## src/include/bcto_pkg.sv

```systemverilog
// Purpose: Shared constants for the bridge control upper half and its discard timers.
// Assumes: Register bit k sits at configuration dword bit 16+k.
// Notes:
// How it works
// - Abort mode set: master abort becomes target abort
// - Abort mode set: posted abort raises SERR when SERR enable set
// - Abort mode clear: TRDY, all ones, no SERR
// - Reset bit zero: secondary reset stays released
// - Reset bit one: secondary side held reset
// - Secondary reset spares primary side, registers
// - Fast back-to-back only while enable set
// - Primary timer: 2^15 or 2^10 clocks
// - Secondary timer: same lengths, own select
// - Timer starts when completion reaches head
// - No repeat before expiry: drop transaction
// - Expiry sets status; write one clears
// - Expiry raises SERR when both enables set
// - Top four bits read as zero
package bcto_pkg;
	localparam int        REG_W       = 16;
	localparam logic [15:0] REG_RESET = 16'h0000;
	// Field positions within the 16-bit upper half
	localparam int        F_MAM       = 5;
	localparam int        F_SRST      = 6;
	localparam int        F_FBB       = 7;
	localparam int        F_PSEL      = 8;
	localparam int        F_SSEL      = 9;
	localparam int        F_TSTAT     = 10;
	localparam int        F_TSERR     = 11;
	localparam int        F_RSVD_LO   = 12;
	localparam int        F_RSVD_HI   = 15;
	localparam int        BYTE_LO     = 0;
	localparam int        BYTE_HI     = 1;
	localparam int        N_TIMERS    = 2;
	localparam int        T_PRI       = 0;
	localparam int        T_SEC       = 1;
	// Discard intervals in PCI clocks
	localparam int        LONG_CYCLES  = 32768;
	localparam int        SHORT_CYCLES = 1024;
	localparam int        CNT_W        = 16;
	localparam logic [31:0] ALL_ONES   = 32'hFFFF_FFFF;
	localparam logic [31:0] ZERO_WORD  = 32'h0000_0000;
endpackage

```

## src/hdl/bcto_discard_timer.sv

```systemverilog
// Purpose: One delayed-transaction discard timer.
// Assumes: One completion at the head at a time; start ignored while running.
// Notes: Interval chosen by select at start, so a later change waits for the next one.
`timescale 1ns/1ps
`default_nettype none
module bcto_discard_timer #(
	parameter int LONG_CYCLES  = bcto_pkg::LONG_CYCLES,
	parameter int SHORT_CYCLES = bcto_pkg::SHORT_CYCLES
) (
	// Clock and reset
	input  wire logic i_clk,
	input  wire logic i_nrst,
	// Control
	input  wire logic i_sel_short,
	input  wire logic i_clear,
	// Queue events
	input  wire logic i_head,
	input  wire logic i_repeat,
	// Result
	output logic      o_running,
	output logic      o_discard
);
	typedef struct packed {
		logic                         run;
		logic                         short_sel;
		logic [bcto_pkg::CNT_W-1:0]   cnt;
		logic                         disc;
	} bcto_tmr_t;

	localparam int                         CW         = bcto_pkg::CNT_W;
	localparam logic [bcto_pkg::CNT_W-1:0] LONG_LAST  = CW'(LONG_CYCLES - 1);
	localparam logic [bcto_pkg::CNT_W-1:0] SHORT_LAST = CW'(SHORT_CYCLES - 1);

	bcto_tmr_t st;
	bcto_tmr_t next_st;
	logic [bcto_pkg::CNT_W-1:0] last;

	always_comb begin
		next_st = st;
		next_st.disc = 1'b0;
		last = st.short_sel ? SHORT_LAST : LONG_LAST;
		if (i_clear) begin
			next_st.run = 1'b0;
			next_st.cnt = '0;
		end else if (st.run) begin
			if (i_repeat) begin
				next_st.run = 1'b0;
				next_st.cnt = '0;
			end else if (st.cnt == last) begin
				next_st.run = 1'b0;
				next_st.disc = 1'b1;
				next_st.cnt = '0;
			end else begin
				next_st.cnt = st.cnt + 1'b1;
			end
		end else if (i_head) begin
			next_st.run = 1'b1;
			next_st.short_sel = i_sel_short;
			next_st.cnt = '0;
		end
	end

	always_ff @(posedge i_clk or negedge i_nrst) begin
		if (!i_nrst) begin
			st <= '0;
		end else begin
			st <= next_st;
		end
	end

	assign o_running = st.run;
	assign o_discard = st.disc;
endmodule // bcto_discard_timer
`default_nettype wire

```

## src/hdl/bcto_abort_resp.sv

```systemverilog
// Purpose: Answer to the initiator after a forwarded transaction ended in master abort.
// Assumes: Event inputs are one-cycle pulses from the forwarding logic.
// Notes: Answer is registered, one cycle after the event.
`timescale 1ns/1ps
`default_nettype none
module bcto_abort_resp (
	// Clock and reset
	input  wire logic        i_clk,
	input  wire logic        i_nrst,
	// Mode
	input  wire logic        i_mam,
	// Abort events
	input  wire logic        i_dly_mabort,
	input  wire logic        i_dly_read,
	input  wire logic        i_post_mabort,
	// Answer
	output logic             o_rsp_valid,
	output logic             o_rsp_tabort,
	output logic             o_rsp_trdy,
	output logic [31:0]      o_rsp_rdata,
	output logic             o_post_serr
);
	typedef struct packed {
		logic        valid;
		logic        tabort;
		logic        trdy;
		logic [31:0] rdata;
		logic        pserr;
	} bcto_rsp_t;

	bcto_rsp_t st;
	bcto_rsp_t next_st;

	always_comb begin
		next_st = '0;
		if (i_dly_mabort) begin
			next_st.valid = 1'b1;
			next_st.tabort = i_mam;
			next_st.trdy = !i_mam;
			next_st.rdata = (!i_mam && i_dly_read) ? bcto_pkg::ALL_ONES : bcto_pkg::ZERO_WORD;
		end
		next_st.pserr = i_post_mabort && i_mam;
	end

	always_ff @(posedge i_clk or negedge i_nrst) begin
		if (!i_nrst) begin
			st <= '0;
		end else begin
			st <= next_st;
		end
	end

	assign o_rsp_valid = st.valid;
	assign o_rsp_tabort = st.tabort;
	assign o_rsp_trdy = st.trdy;
	assign o_rsp_rdata = st.rdata;
	assign o_post_serr = st.pserr;
endmodule // bcto_abort_resp
`default_nettype wire

```

## src/hdl/bcto_bridge_control.sv

```systemverilog
// Purpose: Upper half of the bridge control register with discard timers and error paths.
// Assumes: i_clk is the PCI clock; config writes arrive one cycle each.
// Notes: Bits 4:0 belong to the lower control logic and read as zero here.
`timescale 1ns/1ps
`default_nettype none
module bcto_bridge_control #(
	parameter int LONG_CYCLES  = bcto_pkg::LONG_CYCLES,
	parameter int SHORT_CYCLES = bcto_pkg::SHORT_CYCLES
) (
	// Clock and reset
	input  wire logic        i_clk,
	input  wire logic        i_nrst,
	// Configuration access, upper half of the dword
	input  wire logic        i_cfg_wr,
	input  wire logic [1:0]  i_cfg_be_n,
	input  wire logic [15:0] i_cfg_wdata,
	output logic      [15:0] o_cfg_rdata,
	// Command register SERR enable
	input  wire logic        i_serr_en,
	// Delayed transaction queues, index 0 primary, 1 secondary
	input  wire logic [1:0]  i_head,
	input  wire logic [1:0]  i_repeat,
	output logic      [1:0]  o_timer_run,
	output logic      [1:0]  o_discard,
	// Forwarded transaction outcome
	input  wire logic        i_dly_mabort,
	input  wire logic        i_dly_read,
	input  wire logic        i_post_mabort,
	output logic             o_rsp_valid,
	output logic             o_rsp_tabort,
	output logic             o_rsp_trdy,
	output logic      [31:0] o_rsp_rdata,
	// Secondary side
	input  wire logic        i_sec_fbb_req,
	output logic             o_sec_fbb_go,
	output logic             o_sec_fbb_en,
	output logic             o_sec_rst_n,
	output logic             o_sec_logic_rst,
	// Primary system error
	output logic             o_pri_serr_n
);
	typedef struct packed {
		logic mam;
		logic srst;
		logic fbb;
		logic psel;
		logic ssel;
		logic tstat;
		logic tserr;
		logic serr_n;
	} bcto_state_t;

	bcto_state_t st;
	bcto_state_t next_st;

	logic        wr_lo;
	logic        wr_hi;
	logic        disc_any;
	logic        post_serr;
	logic [1:0]  sel_short;

	// Byte lane enable from active-low byte enable
	function automatic logic lane_wr(input logic wr, input logic be_n);
		return wr && !be_n;
	endfunction

	assign wr_lo = lane_wr(i_cfg_wr, i_cfg_be_n[bcto_pkg::BYTE_LO]);
	assign wr_hi = lane_wr(i_cfg_wr, i_cfg_be_n[bcto_pkg::BYTE_HI]);
	assign disc_any = |o_discard;
	assign sel_short[bcto_pkg::T_PRI] = st.psel;
	assign sel_short[bcto_pkg::T_SEC] = st.ssel;

	// Secondary reset clears the buffers, so pending completions go too
	genvar gi;
	generate
		for (gi = 0; gi < bcto_pkg::N_TIMERS; gi++) begin : g_tmr
			bcto_discard_timer #(
				.LONG_CYCLES  (LONG_CYCLES),
				.SHORT_CYCLES (SHORT_CYCLES)
			) u_tmr (
				.i_clk       (i_clk),
				.i_nrst      (i_nrst),
				.i_sel_short (sel_short[gi]),
				.i_clear     (next_st.srst),
				.i_head      (i_head[gi]),
				.i_repeat    (i_repeat[gi]),
				.o_running   (o_timer_run[gi]),
				.o_discard   (o_discard[gi])
			);
		end
	endgenerate

	bcto_abort_resp u_rsp (
		.i_clk         (i_clk),
		.i_nrst        (i_nrst),
		.i_mam         (st.mam),
		.i_dly_mabort  (i_dly_mabort),
		.i_dly_read    (i_dly_read),
		.i_post_mabort (i_post_mabort),
		.o_rsp_valid   (o_rsp_valid),
		.o_rsp_tabort  (o_rsp_tabort),
		.o_rsp_trdy    (o_rsp_trdy),
		.o_rsp_rdata   (o_rsp_rdata),
		.o_post_serr   (post_serr)
	);

	always_comb begin
		next_st = st;
		if (wr_lo) begin
			next_st.mam = i_cfg_wdata[bcto_pkg::F_MAM];
			next_st.srst = i_cfg_wdata[bcto_pkg::F_SRST];
			next_st.fbb = i_cfg_wdata[bcto_pkg::F_FBB];
		end
		if (wr_hi) begin
			next_st.psel = i_cfg_wdata[bcto_pkg::F_PSEL];
			next_st.ssel = i_cfg_wdata[bcto_pkg::F_SSEL];
			next_st.tserr = i_cfg_wdata[bcto_pkg::F_TSERR];
			// Only a one clears; zero leaves it
			if (i_cfg_wdata[bcto_pkg::F_TSTAT]) begin
				next_st.tstat = 1'b0;
			end
		end
		// Set wins over a clear in the same cycle
		if (disc_any) begin
			next_st.tstat = 1'b1;
		end
		next_st.serr_n = !(i_serr_en && ((disc_any && st.tserr) || post_serr));
	end

	always_ff @(posedge i_clk or negedge i_nrst) begin
		if (!i_nrst) begin
			st <= '{serr_n: 1'b1, default: 1'b0};
		end else begin
			st <= next_st;
		end
	end

	always_comb begin
		o_cfg_rdata = bcto_pkg::REG_RESET;
		o_cfg_rdata[bcto_pkg::F_MAM] = st.mam;
		o_cfg_rdata[bcto_pkg::F_SRST] = st.srst;
		o_cfg_rdata[bcto_pkg::F_FBB] = st.fbb;
		o_cfg_rdata[bcto_pkg::F_PSEL] = st.psel;
		o_cfg_rdata[bcto_pkg::F_SSEL] = st.ssel;
		o_cfg_rdata[bcto_pkg::F_TSTAT] = st.tstat;
		o_cfg_rdata[bcto_pkg::F_TSERR] = st.tserr;
		o_cfg_rdata[bcto_pkg::F_RSVD_HI:bcto_pkg::F_RSVD_LO] = '0;
	end

	assign o_sec_rst_n = !st.srst;
	// Only the secondary side is held; primary and registers keep running
	assign o_sec_logic_rst = st.srst;
	assign o_sec_fbb_en = st.fbb;
	assign o_sec_fbb_go = i_sec_fbb_req && st.fbb && !st.srst;
	assign o_pri_serr_n = st.serr_n;

	// Clear is taken at the write edge, so a held reset never shows a live timer
	generate
		for (gi = 0; gi < bcto_pkg::N_TIMERS; gi++) begin : g_ast

		end
	endgenerate
endmodule // bcto_bridge_control
`default_nettype wire

```

## config.mk

```make
export PLATFORM = sky130hd
export DESIGN_NAME = bcto_bridge_control
export DESIGN_NICKNAME = d
export VERILOG_FILES = /design/src/include/bcto_pkg.sv /design/src/hdl/bcto_discard_timer.sv /design/src/hdl/bcto_abort_resp.sv /design/src/hdl/bcto_bridge_control.sv
export SDC_FILE = /design/constraint.sdc
export NUM_CORES = 1
export LEC_CHECK = 0
export BUFFER_PORTS_ARGS = -buffer_cell sky130_fd_sc_hd__buf_2
export CORE_ASPECT_RATIO = 1.4
export CORE_MARGIN = 2
export CORE_UTILIZATION = 35
export CTS_BUF_LIST = sky130_fd_sc_hd__clkbuf_8 sky130_fd_sc_hd__clkbuf_16
export CTS_CLUSTER_DIAMETER = 50
export DETAILED_ROUTE_END_ITERATION = 8
export GPL_TIMING_DRIVEN = 0
export HOLD_SLACK_MARGIN = 0.05
export PLACE_DENSITY = 0.68
export SKIP_CTS_REPAIR_TIMING = 1
export SLEW_MARGIN = 10
export SYNTH_ARGS = -nofsm -noshare
export SYNTH_HDL_FRONTEND = slang
export SYNTH_SLANG_ARGS = --single-unit
```

## constraint.sdc

```tcl
create_clock -name i_clk -period 2 [get_ports i_clk]
set_input_delay 0.2 -clock i_clk [delete_from_list [all_inputs] [get_ports i_clk]]
set_output_delay 0.2 -clock i_clk [all_outputs]
set_load 0.01 [all_outputs]
```

=== Yosys cells after proc, flatten, opt, wreduce, memory -nomap -nowiden ===
Cells that the tools add are included.

* Flip-flop bits (word level): 82
* Latch bits: 0
* RAM bits: 0
* Memory bits (read-only): 0
* Input bits: 30
* Logic and storage cells: 84
* Memories kept: 0

* Add/sub/neg operators: 2
* Multipliers: 0
* Div/mod/pow operators: 0
* $lt $le $gt $ge: 0
* Eq/ne operators: 2
* Shift-type cells: 0
* Multiplexer cells: 34
* Bitwise logic cells: 3
* Reductions and logical operators: 22

{| class="wikitable"
|+ Operators with widths
! operator !! count
|-
| $mux W16 || 8
|-
| $mux W18 || 2
|-
| $mux W35 || 1
|-
| $add A16 B1 Y16 const B || 2
|-
| $eq A16 B16 Y1 || 2
|-
| $mux W32 || 1
|-
| $mux W15 || 2
|-
| $mux W1 || 18
|-
| $logic_and A1 B1 Y1 || 8
|-
| $reduce_and A3 Y1 || 2
|-
| $reduce_bool A3 Y1 || 2
|-
| $logic_not A1 Y1 || 5
|-
| $mux W2 || 2
|-
| $reduce_bool A2 Y1 || 2
|-
| $not A1 Y1 || 3
|-
| $reduce_and A2 Y1 || 1
|-
| $reduce_or A2 Y1 || 1
|-
| $logic_or A1 B1 Y1 || 1
|}

=== Longest topological paths before layout ===
Gate-level depths: netlist of run 1.

* Depth after elaboration: 6
* Depth in mapped cells: 8

=== Modules after synthesis ===
From an unflattened synthesis of run 1, not the netlist that was laid out.

* Cells, all modules: 272
* Area total of the unflattened synthesis: 2819.0 µm²

{| class="wikitable"
|+ Modules (own cells, without submodules)
! module !! times used !! cells each !! area each (µm²)
|-
| bcto_discard_timer || 2 || 99 || 1004.7
|-
| bcto_bridge_control || 1 || 34 || 421.7
|-
| bcto_abort_resp || 1 || 40 || 387.9
|}

=== Least setup slack after synthesis of run 1 ===
No wires, ideal clock.

* Path kind: reg-to-reg
* From: register g_tmr[1].u_tmr.st[1] (netlist bit)
* To: register g_tmr[1].u_tmr.st[9] (netlist bit)
* Library setup time: 95 ps
* Data arrival time: 1633 ps
* Required time: 1905 ps
* Path slack: 272 ps
* Cell stages (with the launch flop): 8
* Path buffers: 1
* Period minus slack after synthesis: 1728 ps
* Cell sequence: dfrtp_1 -> ha_1 -> and3_1 -> and3_4 -> a21boi_4 -> nand2b_4 -> buf_6 -> o31ai_1

* Longest elaborated chain between the ends: 5
* Elaborated cells between the ends (all ways): 6
* Those cells by class: add/sub: 1; eq/ne: 1; mux: 4

{| class="wikitable"
|+ RTL lines
! what !! line !! source
|-
| start: declaration || bcto_discard_timer.sv:34 || <nowiki>bcto_tmr_t st;</nowiki>
|-
| start signal: assignment || bcto_discard_timer.sv:67 || <nowiki>st <= next_st;</nowiki>
|-
| $add A16 B1 Y16 / $eq A16 B16 Y1 (equally long branches) || bcto_discard_timer.sv:54, bcto_discard_timer.sv:49 ||
|-
| $mux W16 (*) || bcto_discard_timer.sv:49 || <nowiki>end else if (st.cnt == last) begin</nowiki>
|-
| $mux W16 (*) || bcto_discard_timer.sv:46 || <nowiki>if (i_repeat) begin</nowiki>
|-
| $mux W16 (*) || bcto_discard_timer.sv:45 || <nowiki>end else if (st.run) begin</nowiki>
|-
| $mux W16 (*) || bcto_discard_timer.sv:42 || <nowiki>if (i_clear) begin</nowiki>
|}

Every way passes the cells marked *; elsewhere a longest branch is shown, timed or not.
A chain may end at the register's enable or synchronous reset.

=== Worst setup path after layout of run 1 ===
* From: register g_tmr[1].u_tmr.st[2] (netlist bit)
* To: register g_tmr[1].u_tmr.st[6] (netlist bit)

Same word-level chain as after synthesis.

==> flow_summary.ini, run 1 <==
[run_status]
status = finished, final reports clean

[place]
dp_hpwl_mm = 5.015
post-place-ws_ns = 0.07871
place_congestion = 0.8271
port_buffers = 71

[clocking]
clockBufferDepth = 2
htreeDepth = 2
clockRootBuffer = clkbuf_16
cts_tree = built
path_clk_slew_ns = 0.07
clk_latency_ns = 0.30
clkSinkCount = 51
numCtsBuffers = 5

[worst_hold_path]
min_from = i_serr_en
min-delay-path-class = input pin to register
hold-path-endpoint = o_pri_serr_n
hold_depth = 2

[sta]
setup_viol = 0
period_minus_slack_ns = 1.894
setup_slack_ns = 0.1058
finalSetupTns_ns = 0
fin_worst_skew_ns = 0.007980
max_freq_mhz = 527.9
hold_violations = 0
report.final.slew_viol_count = 0
worst-slew-pin-transition_ns = 0.8310
max_slew_margin_pct = 44.60
period_share_pct = 94.71

[pwr]
p_leak_nw = 1.867
ir_worst_vdd_uv = 489.5
power_density_mw_per_mm2 = 665.2

[routing]
dr.pass1.iters = 4
totalWireLength_mm = 6.631
first_iter_violations = 100
num_vias = 2534
drc = 0
wire_per_inst_um = 12.90
vias_per_cell = 4.930
antenna_left = 0

[synth]
synth_top_cell_by_area = dfrtp_1
yosysMostFrequentCell = dfrtp_1
syn_area_sq_mm = 0.003030
synth-edff-count = 0
syn_area_per_cell_sq_um = 9.590
synth.distinct_cells = 55
synthTopCellsByArea = dfrtp_1 (41%), buf_4 (12%), nand2_1 (5.1%)
yosysWarnings = 0
ys_seq_elements = 51
async_flop_share_pct = 100.0
synthFlopType = dfrtp_1
synth_top_area_share_pct = 41.29
syn_inst = 316
synth_common_cells = dfrtp_1 (50), buf_4 (49), nand2_1 (41), o21ai_0 (20), nand3_1 (17)
ys_seq_area_share_pct = 42.16

[worst_setup_path]
required_ns = 2.17
crit_slowest_cell = dfrtp_1
arrival_ns = 2.06
worstSetupEndpointType = register
crit_path_max_fanout = 10
rr_worst_depth = 7
r2r-start = g_tmr[1].u_tmr.st[2]
rrSetupSlack_ns = 0.11
timing.rr.end = g_tmr[1].u_tmr.st[6]
cp-start-kind = register
path_cells = ha_2, and3_1, and3_4, a21boi_4, nand2b_4, buf_6, o211ai_1
slowest_delay_ns = 0.38
critPathKind = register to register

[grt]
grt_pass1_wl_mm = 10.90
grt_start_max_net_pins = 52
grt.overflow.total = 0
grtUsageTotal_pct = 15.17
grt_pass1_vias = 2345
antenna_found_initial = 0

[die]
core_area_sq_mm = 0.008508
row_count = 40
initial_utilization_pct = 35.62
fp.dieW_um = 82.64
pin_count = 90
die_y_um = 114.1
die_area_sq_mm = 0.009429

[finish]
area_growth_pct = 23.82
antennaDiodeCount = 0
final_nets = 440
drive_gt1_share_pct = 38.63

[flow_run]
maxCapViolations = 0
==> stage by stage <==
stage	hold WS (ns)	utilization, %	std cells	power, mW	cell area (sq um)
floorplan	-0.09559	-	324	1.478	3060
global placement	0.3261	41.69	500	1.652	3547
detailed placement	0.3322	41.69	500	1.665	3547
CTS	0.01691	43.40	508	2.527	3692
global route	0.09112	44.10	514	2.620	3752
finish	0.06251	44.10	514	2.496	3752
==> registers in the layout, indices dropped and copies added (netlist names) <==
register,count
o_sec_fbb_en,1
o_cfg_rdata,5
u_rsp.o_rsp_valid,1
u_rsp.o_rsp_tabort,1
g_tmr.u_tmr.o_running,2
g_tmr.u_tmr.st,34
o_sec_logic_rst,1
o_pri_serr_n,1
u_rsp.o_post_serr,1
g_tmr.u_tmr.o_discard,2
u_rsp.o_rsp_trdy,1
u_rsp.o_rsp_rdata,1
==> kinds of logic (layout without fill, tap and decap cells) <==
kind of cell	Yosys count	count (layout)	synth area share [%]
buffers and inverters	61	146	14.78
AOI/OAI and AO/OA	61	61	15.24
muxes	5	5	1.858
xor gates and xnor gates	5	5	1.445
other	1	9	0.1237
and+or+nand+nor	130	130	23.58
DFF	51	51	42.16
adders and majority gates	2	2	0.8256
==> power by group <==
group          internal (mW)  total [mW]  switching (mW)  leakage [nW]
Combinational          0.248       0.500           0.251          1.12
Sequential              1.09        1.15          0.0621         0.684
Clock                  0.461       0.848           0.386        0.0658
==> routing by layer <==
metal,vias up,part of all wire [%],global-route usage (%),wire [um]
li1,1247,-,-,-
met1,1194,38,15.57,2509
met2,80,53,28.33,3540
met3,13,6.1,3.233,407
met4,0,2.6,6.885,174
met5,-,0,0,0
==> area by class of cell <==
class	instances	area, sq um
Tap cell	105	131.4
Buffer	58	436.7
Sequential cell	51	1277
Inverter	3	11.26
Multi-Input combinational cell	212	1343
Clock inverter	3	20.02
Fill cell	835	4756
Timing Repair Buffer	77	407.9
Clock buffer	5	125.1
==> layout by cell type, fill, tap and decap left out, types with 2 or more instances in the layout <==
cell type / n
nor3_1: 13
o21ai_0: 20
inv_1: 3
and3_1: 6
o311ai_0: 2
nand3_1: 17
a21oi_1: 6
o31ai_1: 7
a21o_1: 2
o22a_1: 3
dlygate4sd3_1: 2
and4_1: 5
nor4b_1: 3
clkinvlp_4: 2
a211o_1: 3
and2_1: 5
buf_2: 74
nor2_1: 10
o21a_1: 3
nand2b_1: 2
mux2_2: 5
nand4_1: 2
nor3b_1: 5
a22o_1: 2
xnor2_1: 5
dfrtp_1: 50
or3_1: 4
o211ai_1: 2
buf_4: 54
conb_1: 9
buf_6: 4
nand2_1: 41
clkbuf_16: 5
nor2b_1: 5
==> worst max path at each step <==
stage                            endpoint  slack (ns)                  from
CTS                  g_tmr[1].u_tmr.st[5]        0.06  g_tmr[1].u_tmr.st[1]
global placement     g_tmr[0].u_tmr.st[2]        0.12  g_tmr[0].u_tmr.st[1]
global route        g_tmr[0].u_tmr.st[13]      -0.005  g_tmr[0].u_tmr.st[1]
detailed placement  g_tmr[1].u_tmr.st[15]        0.08  g_tmr[1].u_tmr.st[1]
floorplan            g_tmr[1].u_tmr.st[9]        0.27  g_tmr[1].u_tmr.st[1]
finish               g_tmr[1].u_tmr.st[6]        0.11  g_tmr[1].u_tmr.st[2]
==> worst max-delay path, delay by kind of cell, from the launching register on <==
family	cells	cell delay, ns
AO/OA/AOI/OAI	2	0.36
adder cells (fa/ha/maj)	1	0.22
buffers and inverters	1	0.15
flip-flops	1	0.38
AND/OR/NAND/NOR	3	0.66
No activity file was read; power rests on OpenSTA's default activity.
==> run 2: changes to the inputs <==
- REMOVE_ABC_BUFFERS: not set -> 1
==> run 2 against run 1 <==
Global-route usage decreased by 1.1 points. Setup slack improved by 0.029 ns. Hold slack got worse by 0.011 ns. Register-to-register slack improved by 0.03 ns. Critical path depth unchanged. First-iteration DRC count increased by 99%. Clock-buffer cell count increased by 2. Clock skew decreased by 0.0032 ns. Non-clock buffer count decreased by 59. Power decreased by 2.1%. Clock power increased by 5.0%. Sequential power about the same. Highest routed layer unchanged.
==> flow_summary.ini, run 2 (synthesis results as in run 1) <==
[routing]
antenna_left = 0
num_vias = 2368
wire_per_inst_um = 14.43
vias_per_cell = 5.182
totalWireLength_mm = 6.593
drc = 0
first_iter_violations = 199
dr.pass1.iters = 4

[worst_setup_path]
critPathKind = register to register
path_cells = ha_1, and4_4, nand4_4, a21oi_4, buf_4, nor2_2, a22o_1
arrival_ns = 2.04
path_delay_family = compound AO/OA/AOI/OAI gates
rr_worst_depth = 7
cp-start-kind = register
crit_slowest_cell = dfrtp_1
rrSetupSlack_ns = 0.13
crit_path_max_fanout = 6
slowest_delay_ns = 0.40
required_ns = 2.18
timing.rr.end = g_tmr[0].u_tmr.st[2]
timing.critical_path.buf_inv = 1
worstSetupEndpointType = register
startpoint = g_tmr[0].u_tmr.st[1]
r2r-start = g_tmr[0].u_tmr.st[1]

[place]
dp_hpwl_mm = 4.516
postPlaceCellArea_sq_mm = 0.003110
port_buffers = 71
placed_cells = 442
place_congestion = 0.8578

[grt]
antenna_found_initial = 0
grt_pass1_vias = 2207
grt_pass1_wl_mm = 10.27
grt_start_max_net_pins = 52
grt.overflow.total = 0
grtUsageTotal_pct = 14.08

[sta]
period_minus_slack_ns = 1.866
max_slew_margin_pct = 40.34
setup_viol = 0
finalHoldWorstSlack_ns = 0.05132
max_freq_mhz = 536.0
worst-slew-pin-transition_ns = 0.8950
fin_worst_skew_ns = 0.004779
period_share_pct = 93.28
report.final.slew_viol_count = 0
finalSetupTns_ns = 0
hold_violations = 0
rsz0062_at_grt = no

[finish]
layout_commonest_cell = buf_2
regMostFlops = g_tmr.u_tmr.st
regArea_sq_mm = 0.001277
n_fill_cell = 847
final_nets = 383
drive_gt1_share_pct = 29.55
fin_cells = 457
multiInputGateArea_sq_mm = 0.001399
final_area_sq_mm = 0.003376
largest_reg_flops = 34
area_growth_pct = 11.40
mostFrequentLayoutCells = buf_2 (70), dfrtp_1 (50), nand2_1 (41)
antennaDiodeCount = 0

[die]
core_area_sq_mm = 0.008508
fp.dieW_um = 82.64
die_y_um = 114.1
pin_count = 90
die_area_sq_mm = 0.009429
initial_utilization_pct = 35.62
row_count = 40

[worst_hold_path]
min_from = i_serr_en
min-delay-path-class = input pin to register
hold_depth = 2
hold-path-endpoint = o_pri_serr_n

[clocking]
path_clk_slew_ns = 0.06
htreeDepth = 2
cts_tree = built
clockRootBuffer = clkbuf_16
numCtsBuffers = 5
clk_latency_ns = 0.29
clkSinkCount = 51
clockBufferDepth = 2

[pwr]
ir_worst_vdd_uv = 645.1
power_density_mw_per_mm2 = 723.6
p_leak_nw = 1.593

[run_status]
status = finished, final reports clean

[flow_run]
maxCapViolations = 0
run 2: per-layer routing:
layer  track usage (%)  routed length [um]  up-vias
met5                 0                   0        -
met4             6.885                 162        0
met3             2.839                 249       12
met2             23.98                3560       60
met1             16.54                2621     1157
li1                  -                   -     1139
run 2: cell type report:
cell class / instances / area share, %
clock buffer: 7 / 4.522
clock inverter: 1 / 0.1112
inverter: 3 / 0.3336
multi-input combinational: 214 / 41.44
sequential: 51 / 37.84
tap: 105 / 3.892
timing repair buffer: 76 / 11.86
run 2: power by group:
group | switching [mW] | internal, mW | leakage [nW]
sequential | 0.0644 | 1.09 | 0.684
combinational | 0.247 | 0.154 | 0.828
clock | 0.362 | 0.528 | 0.0813
total | 0.674 | 1.77 | 1.59
run 2: metrics by stage:
stage          worst slack, ns  total power, mW  utilization [%]
2_1_floorplan          -0.3933            1.367                -
3_3_place_gp           -0.2509            1.539            36.56
3_5_place_dp           -0.2736            1.547            36.56
4_1_cts                -0.2770            2.442            38.40
5_1_grt               0.002564            2.559            39.68
6_report                0.1344            2.443            39.68
run 2: worst max-delay path by stage:
stage,end,slack (ns),cells after the start
finish,g_tmr[0].u_tmr.st[2],0.13,7
global route,g_tmr[1].u_tmr.st[11],0.003,6
CTS,g_tmr[0].u_tmr.st[3],-0.28,4
detailed placement,g_tmr[0].u_tmr.st[3],-0.27,4
global placement,g_tmr[0].u_tmr.st[5],-0.25,5
floorplan,o_rsp_rdata[0],-0.39,0
==> run 3: changes to the inputs <==
- CORE_MARGIN: 2 -> 5
- SLEW_MARGIN: 10 -> 20
==> run 3 against run 2 <==
Clock skew about the same. Design area increased by 0.82%. Critical path depth decreased by 1. Largest cell class unchanged. Register-to-register slack got worse by 0.05 ns. First-iteration DRC count decreased by 19%. Critical path type unchanged.
==> flow_summary.ini, run 3 (synthesis results as in run 1) <==
[flow_run]
maxCapViolations = 0

[clocking]
path_clk_slew_ns = 0.07
clockRootBuffer = clkbuf_16
numCtsBuffers = 5
cts_tree = built
clk_latency_ns = 0.29
clkSinkCount = 51
clockBufferDepth = 2
htreeDepth = 2

[routing]
drc = 0
top_layer_used = met4
vias_per_cell = 5.185
met3WireLength_um = 262
first_iter_violations = 162
num_vias = 2385
dr.pass1.iters = 4
totalWireLength_mm = 6.941
wire_per_inst_um = 15.09
antenna_left = 0
dr_wl_met2_mm = 3.871
wl_met1_mm = 2.644

[finish]
final_area_sq_mm = 0.003403
final_nets = 386
regArea_sq_mm = 0.001277
mostFrequentLayoutCells = buf_2 (70), dfrtp_1 (50), nand2_1 (41)
multiInputGateArea_sq_mm = 0.001400
area_growth_pct = 12.30
drive_gt1_share_pct = 30.14
antennaDiodeCount = 0
largest_reg_flops = 34
layout_commonest_cell = buf_2
n_fill_cell = 865
regMostFlops = g_tmr.u_tmr.st

[grt]
antenna_found_initial = 0
grt_pass1_wl_mm = 10.81
grt_pass1_vias = 2246
grt_start_max_net_pins = 52
grtUsageTotal_pct = 12.79
grt.overflow.total = 0

[worst_setup_path]
required_ns = 2.19
cp-start-kind = register
path_delay_family = simple AND/OR/NAND/NOR gates
worstSetupEndpointType = register
crit_slowest_cell = dfrtp_1
timing.critical_path.buf_inv = 0
path_cells = ha_1, and3_1, and3_4, a21boi_4, nand2b_4, o311ai_1
crit_path_max_fanout = 13
slowest_delay_ns = 0.42
critPathKind = register to register
arrival_ns = 2.11

[pwr]
p_sw_share_pct = 28.39
seq_power_share_pct = 46.5
total_power_mw = 2.475
switching_power_mw = 0.7026
power_density_mw_per_mm2 = 727.1
ir_worst_vdd_uv = 610.0
pwr-share-clk_pct = 37.0
p_comb_share_pct = 16.5
intPower_mw = 1.772
p_leak_nw = 1.603

[sta]
hold_violations = 0
worst-slew-pin-transition_ns = 0.8731
period_minus_slack_ns = 1.919
max_slew_margin_pct = 41.79
period_share_pct = 95.95
report.final.slew_viol_count = 0
setup_viol = 0
max_freq_mhz = 521.1
finalSetupTns_ns = 0
fin_worst_skew_ns = 0.005269

[die]
fp.dieW_um = 88.64
initial_utilization_pct = 35.62
pin_count = 90
die_area_sq_mm = 0.01065
die_y_um = 120.1
core_area_sq_mm = 0.008508
row_count = 40

[place]
postPlaceCellArea_sq_mm = 0.003118
dp_hpwl_mm = 4.805
place_congestion = 0.7606
port_buffers = 71

[run_status]
status = finished, final reports clean

[worst_hold_path]
min-delay-path-class = input pin to register
==> run 3: worst paths after layout <==
check | start | slack, ns | cells after the start | to
max | g_tmr[1].u_tmr.st[1] | 0.08 | 6 | g_tmr[1].u_tmr.st[15]
min | i_serr_en | 0.05 | 2 | o_pri_serr_n
max reg2reg | g_tmr[1].u_tmr.st[1] | 0.08 | 6 | g_tmr[1].u_tmr.st[15]
min reg2reg | u_rsp.o_post_serr | 0.40 | 1 | o_pri_serr_n
max in group asynchronous | i_nrst | 1.09 | 2 | g_tmr[1].u_tmr.o_discard
min in group asynchronous | i_nrst | 0.47 | 2 | g_tmr[1].u_tmr.o_running
==> run 3: final cells by class <==
| class | instances | area share (%) |
|---|---|---|
| multi-input cells | 214 | 41.14 |
| flip-flops and latches | 51 | 37.54 |
| repair buffers | 79 | 12.43 |
| clock buffers | 7 | 4.485 |
| well taps | 105 | 3.860 |
| inverters | 3 | 0.3309 |
| clock inverters | 1 | 0.2206 |
==> run 3: worst reg2reg max path, cell delays in order, from the launching register on <==
cell	delay, ns
dfrtp_1	0.42
ha_1	0.26
and3_1	0.24
and3_4	0.22
a21boi_4	0.16
nand2b_4	0.22
o311ai_1	0.30
==> run 3: power by group through the flow <==
stage | Sequential, mW | Combinational [mW] | Clock, mW
2_1_floorplan | 1.19 | 0.173 | 0
3_3_place_gp | 1.16 | 0.379 | 0
3_5_place_dp | 1.17 | 0.385 | 0
4_1_cts | 1.15 | 0.387 | 0.943
5_1_grt | 1.16 | 0.449 | 0.979
6_report | 1.15 | 0.407 | 0.916
==> run 3: metrics by stage <==
stage / hold WS (ns) / setup WS (ns) / utilization, % / cells
3_5_place_dp: 0.2771 / -0.3400 / 36.65 / 442
2_1_floorplan: -0.09559 / -0.3933 / - / 266
4_1_cts: -0.04113 / -0.3275 / 38.53 / 450
5_1_grt: 0.06325 / -0.005664 / 40.00 / 460
3_3_place_gp: 0.3294 / -0.2834 / 36.56 / 442
6_report: 0.05155 / 0.08102 / 40.00 / 460
==> run 3: layer usage <==
metal	track usage, %	up-vias
met5	0	-
met4	4.820	0
met3	2.129	11
met2	23.05	61
met1	14.63	1156
li1	-	1157
